--- src/rtl/spss_pkg.sv ---
package spss_pkg;

  localparam int          CLK_PERIOD_NS   = 100;
  localparam int          STRAP_SETTLE_NS = 300;
  localparam int          STRAP_SETTLE_CYC =
    ((STRAP_SETTLE_NS + CLK_PERIOD_NS - 1) / CLK_PERIOD_NS < 1) ? 1 :
    (STRAP_SETTLE_NS + CLK_PERIOD_NS - 1) / CLK_PERIOD_NS;

  localparam int          INSTR_BITS  = 16;
  localparam int          BYTE_BITS   = 8;
  localparam int          RW_POS      = 15;
  localparam int          ADDR_BITS   = 13;

  localparam logic [12:0] CFG_ADDR      = 13'h0000;
  localparam logic [12:0] STD_AREA_LAST = 13'h000f;

  localparam int          CFG_LSB_A   = 1;
  localparam int          CFG_LSB_B   = 6;
  localparam int          CFG_ASC_A   = 2;
  localparam int          CFG_ASC_B   = 5;
  localparam int          CFG_4W_A    = 3;
  localparam int          CFG_4W_B    = 4;
  localparam logic [7:0]  CFG_RESET   = 8'h00;

  localparam logic [4:0]  I2C_ADDR_HI = 5'h15;

  typedef enum logic [1:0] {
    PH_IDLE  = 2'b00,
    PH_INSTR = 2'b01,
    PH_WRITE = 2'b10,
    PH_READ  = 2'b11
  } spss_phase_e;

  typedef struct packed {
    logic        wr;
    logic        rd;
    logic [12:0] addr;
    logic [7:0]  wdata;
  } spss_reg_req_s;

  typedef struct packed {
    logic       locked;
    logic       spi_active;
    logic       i2c_active;
    logic [6:0] i2c_addr;
  } spss_port_sel_s;

endpackage : spss_pkg

--- src/rtl/spss_spi_slave.sv ---
`timescale 1ns/10ps
// Overview of operation
// - Exactly one protocol enabled from strap pins.
// - Chosen protocol stays fixed until reset.
// - Both straps low selects SPI, else I2C.
// - I2C address 10101 plus strap-coded low bits.
// - Capture on SCLK rise, launch on fall.
// - Three-wire uses SDIO both ways; four-wire uses data-out.
// - MSB-first or LSB-first, software programmable.
// - Chip select falling starts a new transfer.
// - No byte count; chip select high ends.
// - Address steps per byte per ascension bits.
// - Data pins released while chip select high.
// - Legacy length bits become address A14, A13.
// - Config register 0x0000 lives in SPI logic.
// - Lowest sixteen addresses keep standard layout.
// - Sixteen-bit instruction: R/W then fifteen address bits.
// - Address bits A14 and A13 forced to zero.
// - Increment toward 0x1FFF or decrement toward 0x0000.
// - MSB first default; bits 1,6 select LSB.
module spss_spi_slave (
  input  wire logic                    i_clock,
  input  wire logic                    i_sys_rst,
  input  wire logic                    i_port_select_strap0,
  input  wire logic                    i_port_select_strap1,
  input  wire logic                    i_sclk,
  input  wire logic                    i_cs_n,
  input  wire logic                    i_sdio,
  output logic                         o_sdio_out,
  output logic                         o_sdio_oe,
  output logic                         o_serial_data_out,
  output logic                         o_serial_data_out_oe,
  output spss_pkg::spss_port_sel_s     o_port_sel,
  output logic [7:0]                   o_cfg,
  output spss_pkg::spss_reg_req_s      o_reg_req,
  input  wire logic [7:0]              i_reg_rdata
);
  import spss_pkg::*;

  function automatic logic [15:0] shift_in(input logic [15:0] sh, input logic b,
                                           input logic lsb_first);
    shift_in = lsb_first ? {b, sh[15:1]} : {sh[14:0], b};
  endfunction : shift_in

  function automatic logic [7:0] take_byte(input logic [15:0] sh, input logic lsb_first);
    take_byte = lsb_first ? sh[15:8] : sh[7:0];
  endfunction : take_byte

  function automatic logic [12:0] step_addr(input logic [12:0] a, input logic up);
    step_addr = up ? a + 13'h0001 : a - 13'h0001;
  endfunction : step_addr

  logic           sclk_s1_reg, sclk_s2_reg, sclk_s3_reg;
  logic           cs_s1_reg, cs_s2_reg;
  logic           sdio_s1_reg, sdio_s2_reg;
  logic           st0_s1_reg, st0_s2_reg, st1_s1_reg, st1_s2_reg;
  logic [3:0]     settle_cnt_reg;
  spss_port_sel_s port_sel_reg;
  spss_phase_e    phase_reg;
  logic [3:0]     bit_cnt_reg;
  logic [15:0]    shift_reg;
  logic [15:0]    shift_next;
  logic [12:0]    addr_reg;
  logic [7:0]     cfg_reg;
  logic [7:0]     tx_shift_reg;
  logic           tx_bit_reg;
  logic           tx_en_reg;
  spss_reg_req_s  req_reg;
  logic           sclk_rise, sclk_fall, cs_active;
  logic           lsb_first, ascend, four_wire;
  logic           instr_done, byte_done;
  logic [7:0]     rx_byte;

  // Every pin from the host or the board crosses two flops before any logic sees it.
  always_ff @(posedge i_clock or posedge i_sys_rst) begin
    if (i_sys_rst) begin
      sclk_s1_reg <= 1'b0;
      sclk_s2_reg <= 1'b0;
      sclk_s3_reg <= 1'b0;
      cs_s1_reg   <= 1'b1;
      cs_s2_reg   <= 1'b1;
      sdio_s1_reg <= 1'b0;
      sdio_s2_reg <= 1'b0;
      st0_s1_reg  <= 1'b0;
      st0_s2_reg  <= 1'b0;
      st1_s1_reg  <= 1'b0;
      st1_s2_reg  <= 1'b0;
    end else begin
      sclk_s1_reg <= i_sclk;
      sclk_s2_reg <= sclk_s1_reg;
      sclk_s3_reg <= sclk_s2_reg;
      cs_s1_reg   <= i_cs_n;
      cs_s2_reg   <= cs_s1_reg;
      sdio_s1_reg <= i_sdio;
      sdio_s2_reg <= sdio_s1_reg;
      st0_s1_reg  <= i_port_select_strap0;
      st0_s2_reg  <= st0_s1_reg;
      st1_s1_reg  <= i_port_select_strap1;
      st1_s2_reg  <= st1_s1_reg;
    end
  end

  // Straps are caught once, a few cycles after reset release, and then frozen.
  always_ff @(posedge i_clock or posedge i_sys_rst) begin
    if (i_sys_rst) begin
      settle_cnt_reg <= 4'h0;
      port_sel_reg   <= '0;
    end else if (!port_sel_reg.locked) begin
      settle_cnt_reg <= settle_cnt_reg + 4'h1;
      if (settle_cnt_reg == 4'(STRAP_SETTLE_CYC - 1)) begin
        port_sel_reg.locked     <= 1'b1;
        port_sel_reg.spi_active <= ~st1_s2_reg & ~st0_s2_reg;
        port_sel_reg.i2c_active <= st1_s2_reg | st0_s2_reg;
        port_sel_reg.i2c_addr   <= {I2C_ADDR_HI, st1_s2_reg & st0_s2_reg,
                                    st1_s2_reg & ~st0_s2_reg};
      end
    end
  end

  assign sclk_rise  = sclk_s2_reg & ~sclk_s3_reg;
  assign sclk_fall  = ~sclk_s2_reg & sclk_s3_reg;
  assign cs_active  = ~cs_s2_reg & port_sel_reg.locked & port_sel_reg.spi_active;
  assign lsb_first  = cfg_reg[CFG_LSB_A] | cfg_reg[CFG_LSB_B];
  assign ascend     = cfg_reg[CFG_ASC_A] | cfg_reg[CFG_ASC_B];
  assign four_wire  = cfg_reg[CFG_4W_A] | cfg_reg[CFG_4W_B];
  assign shift_next = shift_in(shift_reg, sdio_s2_reg, lsb_first);
  assign instr_done = sclk_rise && phase_reg == PH_INSTR &&
                      bit_cnt_reg == 4'(INSTR_BITS - 1);
  assign byte_done  = sclk_rise && (phase_reg == PH_WRITE || phase_reg == PH_READ) &&
                      bit_cnt_reg == 4'(BYTE_BITS - 1);
  assign rx_byte    = take_byte(shift_next, lsb_first);

  // Transfer sequencing: instruction, then an open-ended run of payload bytes.
  always_ff @(posedge i_clock or posedge i_sys_rst) begin
    if (i_sys_rst) begin
      phase_reg   <= PH_IDLE;
      bit_cnt_reg <= 4'h0;
      shift_reg   <= 16'h0000;
      addr_reg    <= 13'h0000;
    end else if (!cs_active) begin
      phase_reg   <= PH_IDLE;
      bit_cnt_reg <= 4'h0;
    end else begin
      case (phase_reg)
        PH_IDLE: begin
          phase_reg   <= PH_INSTR;
          bit_cnt_reg <= 4'h0;
        end
        PH_INSTR: begin
          if (sclk_rise) begin
            shift_reg   <= shift_next;
            bit_cnt_reg <= bit_cnt_reg + 4'h1;
            if (instr_done) begin
              bit_cnt_reg <= 4'h0;
              phase_reg   <= shift_next[RW_POS] ? PH_READ : PH_WRITE;
              // A14 and A13 are dropped; the old length bits land in A14..A13.
              addr_reg    <= shift_next[ADDR_BITS-1:0];
            end
          end
        end
        default: begin
          if (sclk_rise) begin
            shift_reg   <= shift_next;
            bit_cnt_reg <= bit_cnt_reg + 4'h1;
            if (byte_done) begin
              bit_cnt_reg <= 4'h0;
              // Natural 13-bit wrap carries the walk past 0x1FFF to 0x0000 and past 0x0000 to 0x1FFF.
              addr_reg    <= step_addr(addr_reg, ascend);
            end
          end
        end
      endcase
    end
  end

  // The port configuration register is private to this block.
  always_ff @(posedge i_clock or posedge i_sys_rst) begin
    if (i_sys_rst) begin
      cfg_reg <= CFG_RESET;
    end else if (cs_active && byte_done && phase_reg == PH_WRITE && addr_reg == CFG_ADDR) begin
      cfg_reg <= rx_byte;
    end
  end

  // Requests to the main map; writes to address 0 never leave this block, reads of it still strobe out.
  always_ff @(posedge i_clock or posedge i_sys_rst) begin
    if (i_sys_rst) begin
      req_reg <= '0;
    end else begin
      req_reg.wr <= 1'b0;
      req_reg.rd <= 1'b0;
      if (cs_active && byte_done && phase_reg == PH_WRITE && addr_reg != CFG_ADDR) begin
        req_reg.wr    <= 1'b1;
        req_reg.addr  <= addr_reg;
        req_reg.wdata <= rx_byte;
      end
      if (cs_active && ((instr_done && shift_next[RW_POS]) ||
                        (byte_done && phase_reg == PH_READ))) begin
        req_reg.rd   <= 1'b1;
        req_reg.addr <= (phase_reg == PH_INSTR) ? shift_next[ADDR_BITS-1:0]
                                                : step_addr(addr_reg, ascend);
      end
    end
  end

  // Read data is loaded while the read strobe stands; the next falling edge comes later,
  // so the serial clock half period must span at least two system clocks.
  always_ff @(posedge i_clock or posedge i_sys_rst) begin
    if (i_sys_rst) begin
      tx_shift_reg <= 8'h00;
      tx_bit_reg   <= 1'b0;
      tx_en_reg    <= 1'b0;
    end else if (!cs_active || phase_reg != PH_READ) begin
      tx_en_reg    <= 1'b0;
      if (req_reg.rd) begin
        tx_shift_reg <= (req_reg.addr == CFG_ADDR) ? cfg_reg : i_reg_rdata;
      end
    end else if (req_reg.rd) begin
      tx_shift_reg <= (req_reg.addr == CFG_ADDR) ? cfg_reg : i_reg_rdata;
    end else if (sclk_fall) begin
      tx_en_reg    <= 1'b1;
      tx_bit_reg   <= lsb_first ? tx_shift_reg[0] : tx_shift_reg[7];
      tx_shift_reg <= lsb_first ? {1'b0, tx_shift_reg[7:1]} : {tx_shift_reg[6:0], 1'b0};
    end
  end

  assign o_sdio_out           = tx_bit_reg;
  assign o_serial_data_out    = tx_bit_reg;
  assign o_sdio_oe            = tx_en_reg & ~four_wire;
  assign o_serial_data_out_oe = tx_en_reg & four_wire;
  assign o_port_sel           = port_sel_reg;
  assign o_cfg                = cfg_reg;
  assign o_reg_req            = req_reg;

endmodule : spss_spi_slave

--- config.mk ---
export PLATFORM = sky130hd
export DESIGN_NAME = spss_spi_slave
export DESIGN_NICKNAME = d
export VERILOG_FILES = /design/src/rtl/spss_pkg.sv /design/src/rtl/spss_spi_slave.sv
export SDC_FILE = /design/constraint.sdc
export NUM_CORES = 1
export LEC_CHECK = 0
export BUFFER_PORTS_ARGS = -buffer_cell sky130_fd_sc_hd__buf_2
export CAP_MARGIN = 5
export CORE_UTILIZATION = 25
export CTS_BUF_LIST = sky130_fd_sc_hd__clkbuf_8
export CTS_CLUSTER_DIAMETER = 100
export DETAILED_ROUTE_END_ITERATION = 12
export GPL_TIMING_DRIVEN = 0
export HOLD_SLACK_MARGIN = 0.06
export PLACE_DENSITY = 0.37
export SYNTH_ARGS = -nofsm -noshare
export SYNTH_HDL_FRONTEND = slang
export SYNTH_SLANG_ARGS = --single-unit
--- constraint.sdc ---
create_clock -name i_clock -period 5.2 [get_ports i_clock]
set_clock_uncertainty 0.05 [all_clocks]
set_input_delay 1.04 -clock i_clock [delete_from_list [all_inputs] [get_ports i_clock]]
set_output_delay 1.04 -clock i_clock [all_outputs]
set_load 0.1 [all_outputs]
==> After elaboration in Yosys (flattened, before gate mapping) <==
Cells that the tools add are included.
{ "word_totals": {"regBits": 97, "input_bits": 15, "wordCells": 135} }
{ "classes": {"addsub": 4, "eq_ne": 14, "n_mux": 35, "bitwise_logic": 23, "reduce_logical": 31} }
{ "op_table": {"columns": ["op", "count"], "rows": [
  ["two-way mux 13 bit", 6],
  ["two-way mux 8 bit", 7],
  ["logical NOT 13 bit", 2],
  ["case mux 13 bit (2 select lines)", 1],
  ["two-way mux 21 bit", 1],
  ["two-way mux 10 bit", 2],
  ["two-way mux 4 bit", 5],
  ["two-way mux 16 bit", 1],
  ["two-way mux 14 bit", 1],
  ["adder 13 x 1 -> 13 bit (second input constant)", 1],
  ["nonzero test 13 bit", 1],
  ["subtractor 13 x 1 -> 13 bit (second input constant)", 1],
  ["logical AND 1 bit", 11],
  ["inverter 1 bit", 10],
  ["AND 1 bit", 9],
  ["AND reduction 3 bit", 3],
  ["adder 4 x 1 -> 4 bit (second input constant)", 2],
  ["case mux 4 bit (2 select lines)", 1],
  ["AND reduction 2 bit", 4],
  ["nonzero test 2 bit", 4],
  ["two-way mux 1 bit", 6],
  ["two-way mux 2 bit", 3],
  ["inequality test 2 bit (second input constant)", 3],
  ["inequality test 3 bit (second input constant)", 2],
  ["other kinds (14)", 20]
]} }

==> Logic depth before layout (Yosys ltp) <==
{ "logic_depth": {"ltp_word": 9, "ltp_mapped": 11, "mapped_depth_nobuf": 8} }

==> Least setup slack after synthesis <==
Ideal clock, no wire load.
{ "synth_timing": {"path_kind": "reg-to-output", "from": "register cfg_reg[3] (netlist: o_cfg[3])", "to": "output o_sdio_oe", "arrival_time_ns": 3.125, "setup_slack_ns": 0.985, "path_stages_with_launch": 2, "path_buffers": 0, "path_cell_list": "dfrtp_1 -> nor3b_1"} }
{ "synth_via": {"elab_chain_cells": 3} }
{ "synth_rtl": {"columns": ["item", "line_no", "source"], "rows": [
  ["from (decl)", "spss_spi_slave.sv:64", "logic [7:0] cfg_reg;"],
  ["from (signal assigned)", "spss_spi_slave.sv:181", "cfg_reg <= rx_byte;"],
  ["bitwise OR 1 bit", "spss_spi_slave.sv:125", "assign four_wire = cfg_reg[CFG_4W_A] | cfg_reg[CFG_4W_B];"],
  ["inverter 1 bit", "spss_spi_slave.sv:229", "assign o_sdio_oe = tx_en_reg & ~four_wire;"],
  ["AND 1 bit", "spss_spi_slave.sv:229", null],
  ["to (decl)", "spss_spi_slave.sv:30", "output logic o_sdio_oe,"]
]} }
Every way passes these cells.

==> Worst setup path in the final report <==
{ "layout_timing": {"from": "register cfg_reg[2] (netlist: o_cfg[2])", "to": "register req_reg (netlist bit o_reg_req[16])"} }
{ "layout_via": {"elab_chain_cells": 4} }
{ "layout_rtl": {"columns": ["item", "line_no", "source"], "rows": [
  ["bitwise OR 1 bit", "spss_spi_slave.sv:124", "assign ascend = cfg_reg[CFG_ASC_A] | cfg_reg[CFG_ASC_B];"],
  ["two-way mux 13 bit", "spss_spi_slave.sv:50", "step_addr = up ? a + 13'h0001 : a - 13'h0001;"],
  ["two-way mux 13 bit", "spss_spi_slave.sv:200", "req_reg.addr <= (phase_reg == PH_INSTR) ? shift_next[ADDR_BITS-1:0]"],
  ["two-way mux 14 bit", "spss_spi_slave.sv:197", "if (cs_active && ((instr_done && shift_next[RW_POS]) ||"],
  ["to (decl)", "spss_spi_slave.sv:68", "spss_reg_req_s req_reg;"]
]} }
Every way passes these cells.
A chain may end at the register's enable or synchronous reset.

==> impl_metrics.ini <==
[worst_hold_path]
hold_path.class = reg2reg

[sta]
hold_viol = 0
rsz0062_at_grt = false
tightest_slew_ps = 1074
setup_violations = 0
period_needed_ps = 3765
max_slew_margin_pct = 26.54
tns_ps = 0
maxSlewViolCount = 0
timing.fmax_mhz = 265.6
finalCritPeriodShare_pct = 72.40

[layout]
largest_reg_flops = 23
fin_area_mm2 = 0.006140
nNetsFinal = 655
final_util_pct = 30.05
antennaDiodeCount = 0
area_delta_synth_final_pct = 16.69
drive_above_1_share_pct = 17.32

[worst_setup_path]
arrival_ps = 3970
worstReg2RegEnd = o_reg_req[16]
rr_startpoint = o_cfg[2]
crit_path_max_fanout = 9
critPathCaptureType = flip-flop
crit_path_start_kind = flip-flop
required_ps = 5410
crit_path_end = o_reg_req[16]
crit_type = reg2reg
worstRegToRegCells = 11
startpoint = o_cfg[2]
r2r_setup_slack_ps = 1440

[clocking]
numCtsBuffers = 9
ctsRootBufferMaster = clkbuf_8
cts_buffer_depth = 2
cts-resized-gates = 0
cts.reportedPaths.clkPinSlew_ps = 100
postCtsHoldBufs = 0
cts_tree = done
clkLatencyLatePin_ps = 400
htree_levels = 3
postCtsSetupRepairBufs = 0
clkSinkCount = 97

[global_route]
grtUsageTotal_pct = 16.47
grt_pass1_wl_um = 27180
gr-total-overflow = 0
grt_max_degree = 60
grt_pass1_vias = 4611
antenna_found_initial = 0

[floorplanning]
die_area_mm2 = 0.02163
ioPinCount = 60
die_w_um = 147.1
initial_utilization_pct = 25.75
core_area_mm2 = 0.02043
rows = 52
die_y_um = 147.1

[power_and_ir_drop]
p_leak_uw = 0.002701
p_per_area_mw_per_mm2 = 238.8
ir_worst_vdd_mv = 0.1343
power_uw = 1466

[place]
post_dp_cell_area_mm2 = 0.005918
dp_hpwl_um = 12580
place.gp.congestion = 0.8237
io_buffer_count = 57

[detailed_routing]
drc = 0
dr.pass1.iters = 5
vias = 4608
totalWireLength_um = 16960
drt_iter0_drc = 371
ant_nets = 0
vias_per_cell = 5.058
wl_per_cell_um = 18.61

[synthesis]
synth_cells = 566
synthFlopType = dfrtp_1
synthesis.area_mm2 = 0.005261
synthArstFlopShare_pct = 100.0
yosys_register_bits = 97
synth.avg_cell_area_um2 = 9.296
synth_edf_count = 0
ys.warnings.count = 0
synth_cell_type_count = 70
ys_seq_area_share_pct = 46.18

[run_status]
status = complete, no violations

[job]
max-cap-violations = 0
routing by layer:
metal / global-route usage [%] / wire length [µm] / up-vias / share of wire (%)
met5: 0 / 0 / - / 0
met4: 5.206 / 293 / 0 / 1.7
met3: 2.578 / 674 / 19 / 4.0
met2: 25.33 / 7653 / 141 / 45
met1: 23.56 / 8336 / 2260 / 49
li1: - / - / 2188 / -
logic make-up (layout without fill, tap and decap cells):
family | after synthesis | in the layout | share of synthesized area, %
DFF | 97 | 97 | 46.18
muxes | 28 | 28 | 5.398
AOI/OAI and AO/OA | 164 | 164 | 20.62
and+or+nand+nor | 198 | 198 | 19.86
buffers and inverters | 64 | 138 | 5.256
adders and majority gates | 4 | 4 | 0.9513
other | 1 | 2 | 0.07128
xor gates and xnor gates | 10 | 10 | 1.665
how the worst min path moves through the flow:
stage | to | slack [ps] | from | cells past startpoint
2_1_floorplan | sclk_s2_reg | 280 | sclk_s1_reg | 0
3_3_place_gp | sdio_s2_reg | 280 | sdio_s1_reg | 0
3_5_place_dp | sdio_s2_reg | 290 | sdio_s1_reg | 0
4_1_cts | cs_s2_reg | 310 | cs_s1_reg | 0
5_1_grt | sdio_s2_reg | 320 | sdio_s1_reg | 0
6_report | sdio_s2_reg | 310 | sdio_s1_reg | 0
synth_stat cells, types with 10 or more instances:
master | number | share of area [%]
inv_1 | 13 | 0.93
o211ai_1 | 10 | 1.4
nor3_1 | 10 | 0.95
clkbuf_1 | 34 | 2.4
a211oi_1 | 19 | 2.7
o21ai_0 | 35 | 3.3
mux2i_1 | 25 | 4.8
dfrtp_1 | 95 | 45
and2_1 | 10 | 1.2
nand3_1 | 18 | 1.7
nor2_1 | 44 | 3.1
a21oi_1 | 49 | 4.7
nand2_1 | 48 | 3.4
cell usage in the layout (no fill, tap or decap), drive strengths merged, types with 4 or more instances in the layout:
cell,synthesis,layout
or3,8,8
mux2i,25,25
a21oi,49,49
a211oi,19,19
a21o,9,9
dfrtp,95,95
nor3b,4,4
or2,6,6
inv,13,15
nand2,48,48
ha,4,4
or4,8,8
nor2,44,44
nand4b,5,5
xnor2,9,9
nand4,4,4
nand2b,7,7
o2111ai,4,4
nand3,18,18
o21ai,35,35
o21a,6,6
and2,10,10
nor4,10,10
buf,17,75
clkbuf,34,46
nor3,10,10
o211ai,11,11
nor2b,4,4
worst max-delay path, cell delays in order (launching register included):
cell and delay (ps):
dfrtp_1 350, clkbuf_1 400, or2_2 190, clkbuf_1 370, xnor2_1 120, ha_1 200
clkbuf_1 230, or4_4 500, a2111oi_2 500, mux2i_1 140, a211oi_1 460, o211ai_1 130
metrics by stage:
stage               hold slack [ps]  setup WS (ps)  std cells
CTS                           312.1           1514        911
detailed placement            286.4           1526        895
global route                  317.9           1299        911
floorplan                     281.2          984.5        567
global placement              281.4          28.55        894
finish                        308.6           1435        911
report_power, final:
group / switching, µW / internal [µW] / leakage, µW
combinational: 72.3 / 30.4 / 0.00134
clock: 301 / 267 / 0.000114
sequential: 20.4 / 776 / 0.00125
total: 393 / 1070 / 0.00270
area by class of cell:
type                    instances  area (µm²)
repair buffers                 58       312.8
fillers                      2215       14290
inverters                      13       51.30
plain buffers                  51       227.7
flip-flops and latches         97        2430
clock buffers                  12       165.2
clock inverters                 4       56.30
multi-input cells             406        2559
well taps                     270       337.8
Note: power is estimated with default switching activity, not from simulation.
